<file path="src/rtl/isft_pkg.sv">
// Function
// Controller ends integration exactly where that frame's readout starts; here it ends at sample activation, readout waits for boost high.
// Integration runs from reset falling to sample activating.
// Precharge drops no earlier than memory boost falls.
// Sample active interval overlaps precharge during memory transfer.
// Memory boost returns high over 200 ns after sample activates.
// Reset rises no earlier than memory boost returns high.
// Boost low 5-8.2 us, precharge 3-6 us, sample 5-8 us.
// Precharge-to-sample over 2 us; integration kept above its minimum.
// Boost envelops precharge and sample; readout only after boost high.
// Optional second-slope reset pulse of at least 2 us during integration.
// Row sync loads first row as row start times two.
// Each row step rising edge selects the next line.
// Row sync has priority and reinitialises rows immediately.
// Row sync held over 20 ns containing a row step rise.
// Controller waits row overhead time before reading 2048 pixels.
// Two pixels per pair clock period, per phase or per output.
// First column is column start times two, loaded on column sync.
// Pixels presented after column sync plus one pair clock rise.
// Controller sets window size by row step and row sync timing.
// Controller keeps its ADC sampling point adjustable, 5 to 15 ns.
// Standard timing: 20 ns deselect/preset, track/hold low, 180 ns wait.
// Backup timing: 100-200 ns track/hold pulse sets row overhead.
// Averaging pulse over 20 ns after track/hold falls, before readout.
// Main reset dominates second-slope reset when both are asserted.
// Controller derives pulse widths from counters, rounding minimums up.
// Purpose: Shared constants for the sensor frame timing block
// Assumes: 250 MHz system clock
// Notes:   Pin indices address the synchroniser vector
package isft_pkg;
   localparam int          CLK_MHZ     = 250;
   localparam int          IN_N        = 8;
   localparam int          PIN_ROW_SYNC = 0;
   localparam int          PIN_ROW_STEP = 1;
   localparam int          PIN_COL_SYNC = 2;
   localparam int          PIN_PAIR_CLK = 3;
   localparam int          PIN_RESET    = 4;
   localparam int          PIN_SSRESET  = 5;
   localparam int          PIN_BOOST    = 6;
   localparam int          PIN_SAMPLE_N = 7;
   localparam int          START_W     = 10;
   localparam int          ADDR_W      = 12;
   localparam int          INT_W       = 28;
   localparam int          WORD_W      = 3 * ADDR_W;
   localparam int          FIFO_DEPTH  = 16;
   localparam logic [1:0]  LVL_NONE    = 2'h0;
   localparam logic [1:0]  LVL_SLOPE2  = 2'h1;
   localparam logic [1:0]  LVL_MAIN    = 2'h2;
   localparam logic [IN_N-1:0] SYNC_RST = 8'h80;
endpackage : isft_pkg

</file>
<file path="src/rtl/isft_fifo.sv">
// Purpose: Pixel word buffer with registered output
// Assumes: DEPTH is a power of two
// Notes:   in_ready low means full
`timescale 1ns/10ps
module isft_fifo #(
   parameter int WIDTH = 36,
   parameter int DEPTH = 16
) (
   input  wire logic             clk,
   input  wire logic             rst,
   input  wire logic             in_valid,
   input  wire logic [WIDTH-1:0] in_data,
   output logic                  in_ready,
   output logic                  out_valid,
   output logic      [WIDTH-1:0] out_data,
   input  wire logic             out_ready
);
   localparam int PW = $clog2(DEPTH);

   typedef struct packed {
      logic [DEPTH-1:0][WIDTH-1:0] mem;
      logic [PW-1:0]               wr;
      logic [PW-1:0]               rd;
      logic [PW:0]                 count;
      logic                        ov;
      logic [WIDTH-1:0]            od;
   } isft_fifo_state_t;

   isft_fifo_state_t st_reg;
   isft_fifo_state_t st_next;
   logic             push;
   logic             pop;

   assign in_ready  = (st_reg.count != (PW+1)'(DEPTH));
   assign out_valid = st_reg.ov;
   assign out_data  = st_reg.od;

   always_comb begin
      st_next = st_reg;
      push    = in_valid && in_ready;
      pop     = (!st_reg.ov || out_ready) && (st_reg.count != '0);
      if (!st_reg.ov || out_ready) begin
         st_next.ov = pop;
      end
      if (pop) begin
         st_next.od = st_reg.mem[st_reg.rd];
         st_next.rd = st_reg.rd + 1'b1;
      end
      if (push) begin
         st_next.mem[st_reg.wr] = in_data;
         st_next.wr             = st_reg.wr + 1'b1;
      end
      if (push && !pop) begin
         st_next.count = st_reg.count + 1'b1;
      end else if (pop && !push) begin
         st_next.count = st_reg.count - 1'b1;
      end
   end

   always_ff @(posedge clk) begin
      if (rst) begin
         st_reg <= '0;
      end else begin
         st_reg <= st_next;
      end
   end
endmodule : isft_fifo

</file>
<file path="src/rtl/isft_top.sv">
// Purpose: Sensor-side row/column addressing and pixel array control
// Assumes: Control pins asynchronous to clk; start values static
// Notes:   Pixel words are {row, second pixel, first pixel}
`timescale 1ns/10ps
module isft_top
   import isft_pkg::*;
(
   input  wire logic               clk,
   input  wire logic               rst,
   input  wire logic               row_sync,
   input  wire logic               row_step,
   input  wire logic               col_sync,
   input  wire logic               pair_clk,
   input  wire logic               reset_ctl,
   input  wire logic               second_slope_reset,
   input  wire logic               memory_boost_ctl,
   input  wire logic               sample_n,
   input  wire logic [START_W-1:0] row_start,
   input  wire logic [START_W-1:0] col_start,
   input  wire logic               dual_output,
   output logic      [ADDR_W-1:0]  row_addr,
   output logic                    col_active,
   output logic      [1:0]         reset_level,
   output logic                    frame_overhead,
   output logic                    integrating,
   output logic      [INT_W-1:0]   integ_cycles,
   output logic                    overrun,
   output logic                    pix_valid,
   output logic      [WORD_W-1:0]  pix_word,
   input  wire logic               pix_ready
);
   typedef struct packed {
      logic [IN_N-1:0]   s1;
      logic [IN_N-1:0]   s2;
      logic [IN_N-1:0]   s3;
      logic [ADDR_W-1:0] row;
      logic [ADDR_W-1:0] col;
      logic              col_act;
      logic [INT_W-1:0]  int_cnt;
      logic [INT_W-1:0]  int_last;
      logic              int_run;
      logic [1:0]        lvl;
      logic              ovh;
      logic              push;
      logic [WORD_W-1:0] word;
      logic              ovr;
   } isft_state_t;

   isft_state_t st_reg;
   isft_state_t st_next;
   logic        fifo_ready;

   function automatic logic [ADDR_W-1:0] start_x2(
      input logic [START_W-1:0] s
   );
      start_x2 = ADDR_W'({s, 1'b0});
   endfunction : start_x2

   function automatic logic [WORD_W-1:0] mk_word(
      input logic [ADDR_W-1:0] r,
      input logic [ADDR_W-1:0] b,
      input logic [ADDR_W-1:0] a
   );
      mk_word = {r, b, a};
   endfunction : mk_word

   logic pin_rise [IN_N];
   logic pin_fall [IN_N];

   genvar gi;
   generate
      for (gi = 0; gi < IN_N; gi++) begin : g_edge
         assign pin_rise[gi] = st_reg.s2[gi] && !st_reg.s3[gi];
         assign pin_fall[gi] = !st_reg.s2[gi] && st_reg.s3[gi];
      end
   endgenerate

   always_comb begin
      logic [ADDR_W-1:0] c1;
      st_next    = st_reg;
      c1         = st_reg.col + 1'b1;
      st_next.s1 = {sample_n, memory_boost_ctl, second_slope_reset,
                    reset_ctl, pair_clk, col_sync, row_step, row_sync};
      st_next.s2 = st_reg.s1;
      st_next.s3 = st_reg.s2;
      st_next.push = 1'b0;

      // Reset level onto the pixels
      if (st_reg.s2[PIN_RESET]) begin
         st_next.lvl = LVL_MAIN;
      end else if (st_reg.s2[PIN_SSRESET]) begin
         st_next.lvl = LVL_SLOPE2;
      end else begin
         st_next.lvl = LVL_NONE;
      end

      // Integration from reset fall to sample activation
      if (pin_fall[PIN_RESET]) begin
         st_next.int_run = 1'b1;
         st_next.int_cnt = INT_W'(1);
      end else if (st_reg.int_run) begin
         if (pin_fall[PIN_SAMPLE_N]) begin
            st_next.int_run  = 1'b0;
            st_next.int_last = st_reg.int_cnt;
         end else if (st_reg.int_cnt != '1) begin
            st_next.int_cnt = st_reg.int_cnt + 1'b1;
         end
      end

      // Readout gated while boost envelope is low
      st_next.ovh = !st_reg.s2[PIN_BOOST];

      // Row addressing, sync dominant
      if (st_reg.s2[PIN_ROW_SYNC]) begin
         st_next.row     = start_x2(row_start);
         st_next.col_act = 1'b0;
      end else if (pin_rise[PIN_ROW_STEP]) begin
         st_next.row     = st_reg.row + 1'b1;
         st_next.col_act = 1'b0;
      end

      // Column addressing
      if (st_reg.s2[PIN_COL_SYNC]) begin
         st_next.col       = start_x2(col_start);
         st_next.col_act   = 1'b0;
      end
      if (st_reg.s2[PIN_COL_SYNC] && pin_rise[PIN_PAIR_CLK]
          && !st_reg.ovh && !st_reg.s2[PIN_ROW_SYNC]) begin
         st_next.col_act   = 1'b1;
         st_next.col       = start_x2(col_start);
         st_next.push      = 1'b1;
         st_next.word      = dual_output
            ? mk_word(st_reg.row, start_x2(col_start) + 1'b1,
                      start_x2(col_start))
            : mk_word(st_reg.row, start_x2(col_start),
                      start_x2(col_start));
      end else if (st_reg.col_act && !st_reg.ovh
                   && !st_reg.s2[PIN_COL_SYNC]
                   && !st_reg.s2[PIN_ROW_SYNC]
                   && !pin_rise[PIN_ROW_STEP]) begin
         if (pin_rise[PIN_PAIR_CLK]) begin
            st_next.col  = st_reg.col + ADDR_W'(2);
            st_next.push = 1'b1;
            st_next.word = dual_output
               ? mk_word(st_reg.row, st_reg.col + ADDR_W'(3),
                         st_reg.col + ADDR_W'(2))
               : mk_word(st_reg.row, st_reg.col + ADDR_W'(2),
                         st_reg.col + ADDR_W'(2));
         end else if (pin_fall[PIN_PAIR_CLK] && !dual_output) begin
            st_next.push = 1'b1;
            st_next.word = mk_word(st_reg.row, c1, c1);
         end
      end

      if (st_reg.push && !fifo_ready) begin
         st_next.ovr = 1'b1;
      end
   end

   always_ff @(posedge clk) begin
      if (rst) begin
         st_reg    <= '0;
         st_reg.s1 <= SYNC_RST;
         st_reg.s2 <= SYNC_RST;
         st_reg.s3 <= SYNC_RST;
         st_reg.ovh <= 1'b1;
      end else begin
         st_reg <= st_next;
      end
   end

   isft_fifo #(
      .WIDTH (WORD_W),
      .DEPTH (FIFO_DEPTH)
   ) u_fifo (
      .clk       (clk),
      .rst       (rst),
      .in_valid  (st_reg.push),
      .in_data   (st_reg.word),
      .in_ready  (fifo_ready),
      .out_valid (pix_valid),
      .out_data  (pix_word),
      .out_ready (pix_ready)
   );

   assign row_addr       = st_reg.row;
   assign col_active     = st_reg.col_act;
   assign reset_level    = st_reg.lvl;
   assign frame_overhead = st_reg.ovh;
   assign integrating    = st_reg.int_run;
   assign integ_cycles   = st_reg.int_last;
   assign overrun        = st_reg.ovr;
endmodule : isft_top

</file>
<file path="config.mk">
export PLATFORM = sky130hd
export DESIGN_NAME = isft_top
export DESIGN_NICKNAME = d
export VERILOG_FILES = /design/src/rtl/isft_pkg.sv /design/src/rtl/isft_fifo.sv /design/src/rtl/isft_top.sv
export SDC_FILE = /design/constraint.sdc
export NUM_CORES = 2
export LEC_CHECK = 0
export BUFFER_PORTS_ARGS = -buffer_cell sky130_fd_sc_hd__buf_2
export CORE_MARGIN = 2
export CORE_UTILIZATION = 30
export DETAILED_ROUTE_END_ITERATION = 6
export GPL_TIMING_DRIVEN = 0
export PLACE_DENSITY = 0.55
export SYNTH_ARGS = -nofsm -noshare
export SYNTH_HDL_FRONTEND = slang
export SYNTH_HIERARCHICAL = 1
export SYNTH_SLANG_ARGS = --single-unit
</file>
<file path="constraint.sdc">
create_clock -name clk -period 3.2 [get_ports clk]
set_input_delay 0 -clock clk [delete_from_list [all_inputs] [get_ports clk]]
set_output_delay 0 -clock clk [all_outputs]
set_load 0.02 [all_outputs]
</file>
### Word-level counts from Yosys, hierarchy flattened

Index checks and enable logic that the tools add are counted.

* flip-flop bits (word level): 773
* logic and storage cells: 138
* input bits: 32

* muxes and demuxes: 30
* bitwise gates (word level): 2
* add/subtract/negate cells: 10
* reduce and logical (&&, ||, !) cells: 51
* eq/ne operators: 3
* $lt $le $gt $ge: 3

Operators with widths (count)
* $bwmux 576: 1
* $mux 37: 4
* $bmux 36 s4: 1
* $demux 36 s4: 1
* $mux 36: 2
* $mux 24: 2
* $mux 11: 3
* $mux 30: 1
* $mux 29: 1
* $add 28x1->28 const B: 1
* $ne 28x28->1 const B: 1
* $add 12x1->12 const B: 2
* $add 12x2->12 const B: 2
* $mux 12: 2
* $logic_and 1x1->1: 19
* $logic_not 1->1: 15
* $mux 13: 1
* $add 11x1->12 const B: 1
* $lt 4x5->1 const B: 2
* $mux 5: 2
* $reduce_bool 2->1: 5
* $reduce_and 3->1: 3
* $add 4x1->4 const B: 2
* $mux 1: 8
* 13 further kinds: 17

### Depth between registers and ports, before layout

* word-level depth: 8
* mapped depth: 13

### By module

Netlist, hierarchy kept.

Modules (own cells, without submodules)
* isft_fifo: cells an instance 3197, area each 26935.8 sq um, instances 1, sequential area each 12532.0 sq um
* isft_top: cells an instance 824, area each 6736.5 sq um, instances 1, sequential area each 2842.7 sq um

### Worst setup path after synthesis

Ideal clock, no wire load.

* path type: reg-to-reg
* start: reg u_fifo/st_reg[37] (netlist name)
* end: reg u_fifo/st_reg[41] (netlist name)
* buffers on the path: 2
* stages on the path, launching flop included: 13
* period minus slack after synthesis: 2.986 ns
* data arrival time: 2.865 ns
* slack: 0.214 ns
* setup time: 0.121 ns
* path through: dfxtp_1 > or4_1 > o21a_1 > buf_6 > clkinv_4 > buf_2 > ha_1 > inv_1 > ha_1 > a21o_1 > a21oi_1 > mux2i_1 > mux2_2

* cells in the longest elaborated chain, start to end: 5

RTL lines
* start: declaration: RTL line isft_fifo.sv:29 `isft_fifo_state_t st_reg;`
* start signal: assignment: RTL line isft_fifo.sv:64 `st_reg <= st_next;`
* parallel branches: the longest is 5 deep, another holds $sub 5x1->5

Several ways; the timed one is not identified. The select of a mux whose other input is x is not followed.
A chain may end at the register's enable or synchronous reset.

### Worst setup path after layout

* start: reg u_fifo/st_reg[43] (netlist name)
* end: reg u_fifo.st_reg, in the netlist u_fifo/out_data[18]

* cells in the longest elaborated chain, start to end: 2

RTL lines
* $bmux 36 s4: RTL line isft_fifo.sv:46 `st_next.od = st_reg.mem[st_reg.rd];`
* $mux 36 (implied by the code): RTL line isft_fifo.sv:46

Every way passes these cells. The select of a mux whose other input is x is not followed.

==> run summary <==
TritonCTS built the clock tree. The number of hold violations in the final report was 0. The max-capacitance violation count is 0.

The mean cell area of the mapped netlist is 8.37 um2. The pin count of the biggest net entering global routing is 20. The final weighted congestion in routability-driven placement came out at 0.915. In this run the standard cell core region covers 111000 um2. For this design the total switching power over the nets is 6.62 mW. The internal power came out at 17.0 mW.

The critical path capture point type is a flip-flop. The number of nets handed over by synthesis was 4070. Setup repair after global routing left no endpoint under its margin.

The residual antenna-violating net count after detailed routing came out at 0. The post-synthesis async set-or-reset flop share is 0%. The floorplan has 122 rows.

The remaining global-route overflow is 0. Once routing completed, OpenROAD measured the worst setup slack at 33.0 ps. The worst-case clock buffer depth came out at 3.

Summing all non-filler instances in the final layout gives an area of 39300 um2. By area, the combinational part of the netlist is dominated by simple AND/OR/NAND/NOR gates. The height of the die is 339 um. The total count of max-transition violations in the final report was 0. The net count reported at finish is 4299.

The timing-limited maximum frequency came out at 316 MHz. The tightest slew margin relative to the limit is 17.6%. The total number of vias came out at 28800.

The final critical path takes up 99.0% of the cycle. The die outline area is 115000 um2. The synthesized-area fraction occupied by ao, oa, aoi and oai cells is 14.8%. STA classifies the critical path startpoint as a flip-flop. The total length of routed wires came out at 115000 um. The worst hold path belongs to the class in2reg.

The pre-CTS worst setup slack is -417 ps. The depth of the CTS H-tree came out at 3. The final standard cell count with taps included and fillers excluded came out at 5800.

The count of buffers added on input and output ports is 114. The net switching fraction of the power is 28.0%. The transition time at the pin with the least slew margin is 1230 ps.

The portion of total power attributed to combinational logic is 15.5%. The flip-flop count of the largest register after layout came out at 589. The cell sitting at the root of the clock tree is a sky130_fd_sc_hd__clkbuf_16. The biggest fanout along the worst timing path is 10. Cells fill 35.4% of the core in the end.

Sequential cells account for 41.6% of the total power. The via count of the first global-routing pass is 27500. Along the worst hold path, the cell count comes to 4. The first-pass GRT wire length came out at 172000 um.

The adder-cell share of the synthesized area is 0.654%. Cells with a size suffix above 1 make up 14.2% of the layout. Clock-pin slew was measured on the worst setup and hold paths at 60 ps.

Of the total synthesized cell area, the portion taken by XOR and XNOR cells is 1.01%. The netlist uses 78 different library cells. CTS saw 768 sinks.

The number of cells in the design after placement came out at 5623. The worst-case reg-to-reg path depth came out at 7. Tracing the worst setup path back leads to its startpoint at u_fifo/st_reg[43].

The worst path required time is 3700 ps. The final critical-path required period came out at 3170 ps. The post-CTS repair timing setup buffer count came out at 0. The worst-skew pair later-pin latency is 650 ps. The flow ran to the end, and the final reports show no timing, DRC or antenna violations. The post-route clock skew came out at 28.7 ps. After filler insertion, the fill cell instance count of the layout stands at 11600.

Summed over all nets, the half-perimeter wirelength after detailed placement is 88600 um. In this run, synthesis produced a sequential element count of 768. The synthesized-area fraction occupied by and/or/nand/nor cells came out at 20.0%. The routed length per placed instance is 19.8 um.

The leakage power came out at 12.8 nW. In the synthesized netlist, mux cells make up 11.0% of the area. The final setup violation count came out at 0.

The first-iteration detailed-routing DRC count is 2199. The first-pass detailed-route iteration total came out at 6. Global routing consumed, over all layers together, 19.4% of the routing resources. The worst endpoint data arrival time is 3670 ps.

The most used flip-flop cell after synthesis is sky130_fd_sc_hd__dfxtp_1. The initial antenna violation count came to 0. The worst setup path is of the reg2reg kind. The worst hold path begins at rst.

The combined area of all synthesized cells came out at 33700 um2. The maximum vdd ir drop came out at 0.000395 V. After detailed routing, the number of vias per cell comes to 4.97.

The number of enable flip-flop cells after synthesis came out at 0. In the final layout, the multi-input gates occupy 16000 um2. The initial cell density of the core is 30.3%. The die extent in x is 339 um. The area growth from synthesis to layout is 16.8%.

Summing all flip-flop and latch instances after layout gives 15400 um2. The number of buffers added by the clock tree synthesis step came out at 84. The antenna diode count came out at 0.

For this run, the number of Yosys warnings is 6. Counting every instance in the synthesized netlist gives 4021. The power density relative to cell area came out at 602 nW/um2. The total DRC errors in the routed layout is 0.

After layout, the design draws a total of 23.7 mW. After synthesis, flip-flops and latches occupy 45.7% of the total area. The worst register-to-register path begins at u_fifo/st_reg[43]. The count of boundary I/O pins is 115. Summing all placed instances gives a cell area of 36100 um2.

The share of total power dissipated in the clock network is 42.9%.
[kinds of logic (layout without fill, tap and decap cells)]
| group | after synthesis | count (layout) |
|---|---|---|
| compound gates | 876 | 876 |
| mux | 244 | 244 |
| xor+xnor | 39 | 39 |
| buf+inv | 475 | 766 |
| fa+ha+maj | 17 | 17 |
| flops | 768 | 768 |
| simple gates | 1602 | 1602 |
[per-layer routing]
layer	GRT usage [%]	share of wire [%]	vias up
li1	-	-	14000
met1	25.4	44	13800
met2	32.5	47	840
met3	2.72	5.5	191
met4	6.89	3.4	0
met5	0	0	-
[what timing repair did]
item / CTS / global route
setup endpoints to repair: 4 / 1
hold buffers: 30 / 0
gates resized for setup: 5 / 5
hold endpoints to repair: 50 / 0
[cells in the mapped netlist (18+ instances only)]
| cell type | number | share of area [%] |
|---|---|---|
| sky130_fd_sc_hd__mux2i_1 | 143 | 4.3 |
| sky130_fd_sc_hd__o22ai_1 | 54 | 1.0 |
| sky130_fd_sc_hd__buf_4 | 92 | 2.1 |
| sky130_fd_sc_hd__a22oi_1 | 20 | 0.45 |
| sky130_fd_sc_hd__xnor2_1 | 21 | 0.55 |
| sky130_fd_sc_hd__xor2_1 | 18 | 0.47 |
| sky130_fd_sc_hd__nor2b_1 | 25 | 0.46 |
| sky130_fd_sc_hd__buf_1 | 93 | 1.0 |
| sky130_fd_sc_hd__o221ai_2 | 20 | 0.89 |
| sky130_fd_sc_hd__clkbuf_1 | 155 | 1.7 |
| sky130_fd_sc_hd__a21oi_1 | 666 | 9.9 |
| sky130_fd_sc_hd__nor4_1 | 18 | 0.33 |
| sky130_fd_sc_hd__and3_1 | 18 | 0.33 |
| sky130_fd_sc_hd__nand3_1 | 22 | 0.33 |
| sky130_fd_sc_hd__a211oi_1 | 18 | 0.40 |
| sky130_fd_sc_hd__o21ai_0 | 28 | 0.42 |
| sky130_fd_sc_hd__mux4_2 | 100 | 6.7 |
| sky130_fd_sc_hd__nand3b_1 | 28 | 0.62 |
| sky130_fd_sc_hd__nor2_1 | 81 | 0.90 |
| sky130_fd_sc_hd__buf_2 | 111 | 1.6 |
| sky130_fd_sc_hd__dfxtp_1 | 768 | 46 |
| sky130_fd_sc_hd__nand2_1 | 1296 | 14 |
[area by class of cell]
type	instances	area share, %
Multi-Input combinational cell	2778	40.7
Buffer	455	5.72
Clock buffer	118	6.24
Clock inverter	30	1.06
Sequential cell	768	39.1
Inverter	19	0.248
Tap cell	1488	4.73
Timing Repair Buffer	144	2.21
[worst paths after layout]
check	to	slack [ps]
hold / removal	st_reg[96]	20
setup / recovery	u_fifo/out_data[18]	30
setup reg to reg	u_fifo/out_data[18]	30
hold reg to reg	frame_overhead	380
[critical path, stage by stage, from the launching register on]
cell and delay (ps):
sky130_fd_sc_hd__dfxtp_1 330, sky130_fd_sc_hd__buf_2 280, sky130_fd_sc_hd__buf_2 460, sky130_fd_sc_hd__buf_2 520
sky130_fd_sc_hd__mux2i_1 410, sky130_fd_sc_hd__o22ai_1 150, sky130_fd_sc_hd__nor4_1 680, sky130_fd_sc_hd__a211oi_1 160
[power groups by stage]
stage	logic (mW)	registers [mW]	clock network, mW
floorplan	2.39	9.99	0
global placement	3.57	10.1	0
detailed placement	3.58	10.1	0
CTS	3.63	9.85	10.3
global route	3.83	9.87	10.7
finish	3.66	9.86	10.1
[cell usage in the layout (no fill, tap or decap), types with 81 or more instances in the layout]
cell	count
sky130_fd_sc_hd__mux2i_1	143
sky130_fd_sc_hd__dfxtp_1	768
sky130_fd_sc_hd__nand2_1	1296
sky130_fd_sc_hd__buf_4	92
sky130_fd_sc_hd__buf_2	223
sky130_fd_sc_hd__clkbuf_16	88
sky130_fd_sc_hd__nor2_1	81
sky130_fd_sc_hd__buf_1	93
sky130_fd_sc_hd__a21oi_1	665
sky130_fd_sc_hd__clkbuf_1	171
sky130_fd_sc_hd__mux4_2	100
[through the flow]
stage                     TNS, ps  hold WS (ps)
final                           0          23.6
after global routing            0          60.7
after CTS                       0          22.1
after detailed placement     -619           190
after global placement       -652           188
after floorplan                 0           104
Note: power is estimated with default switching activity, not from simulation.
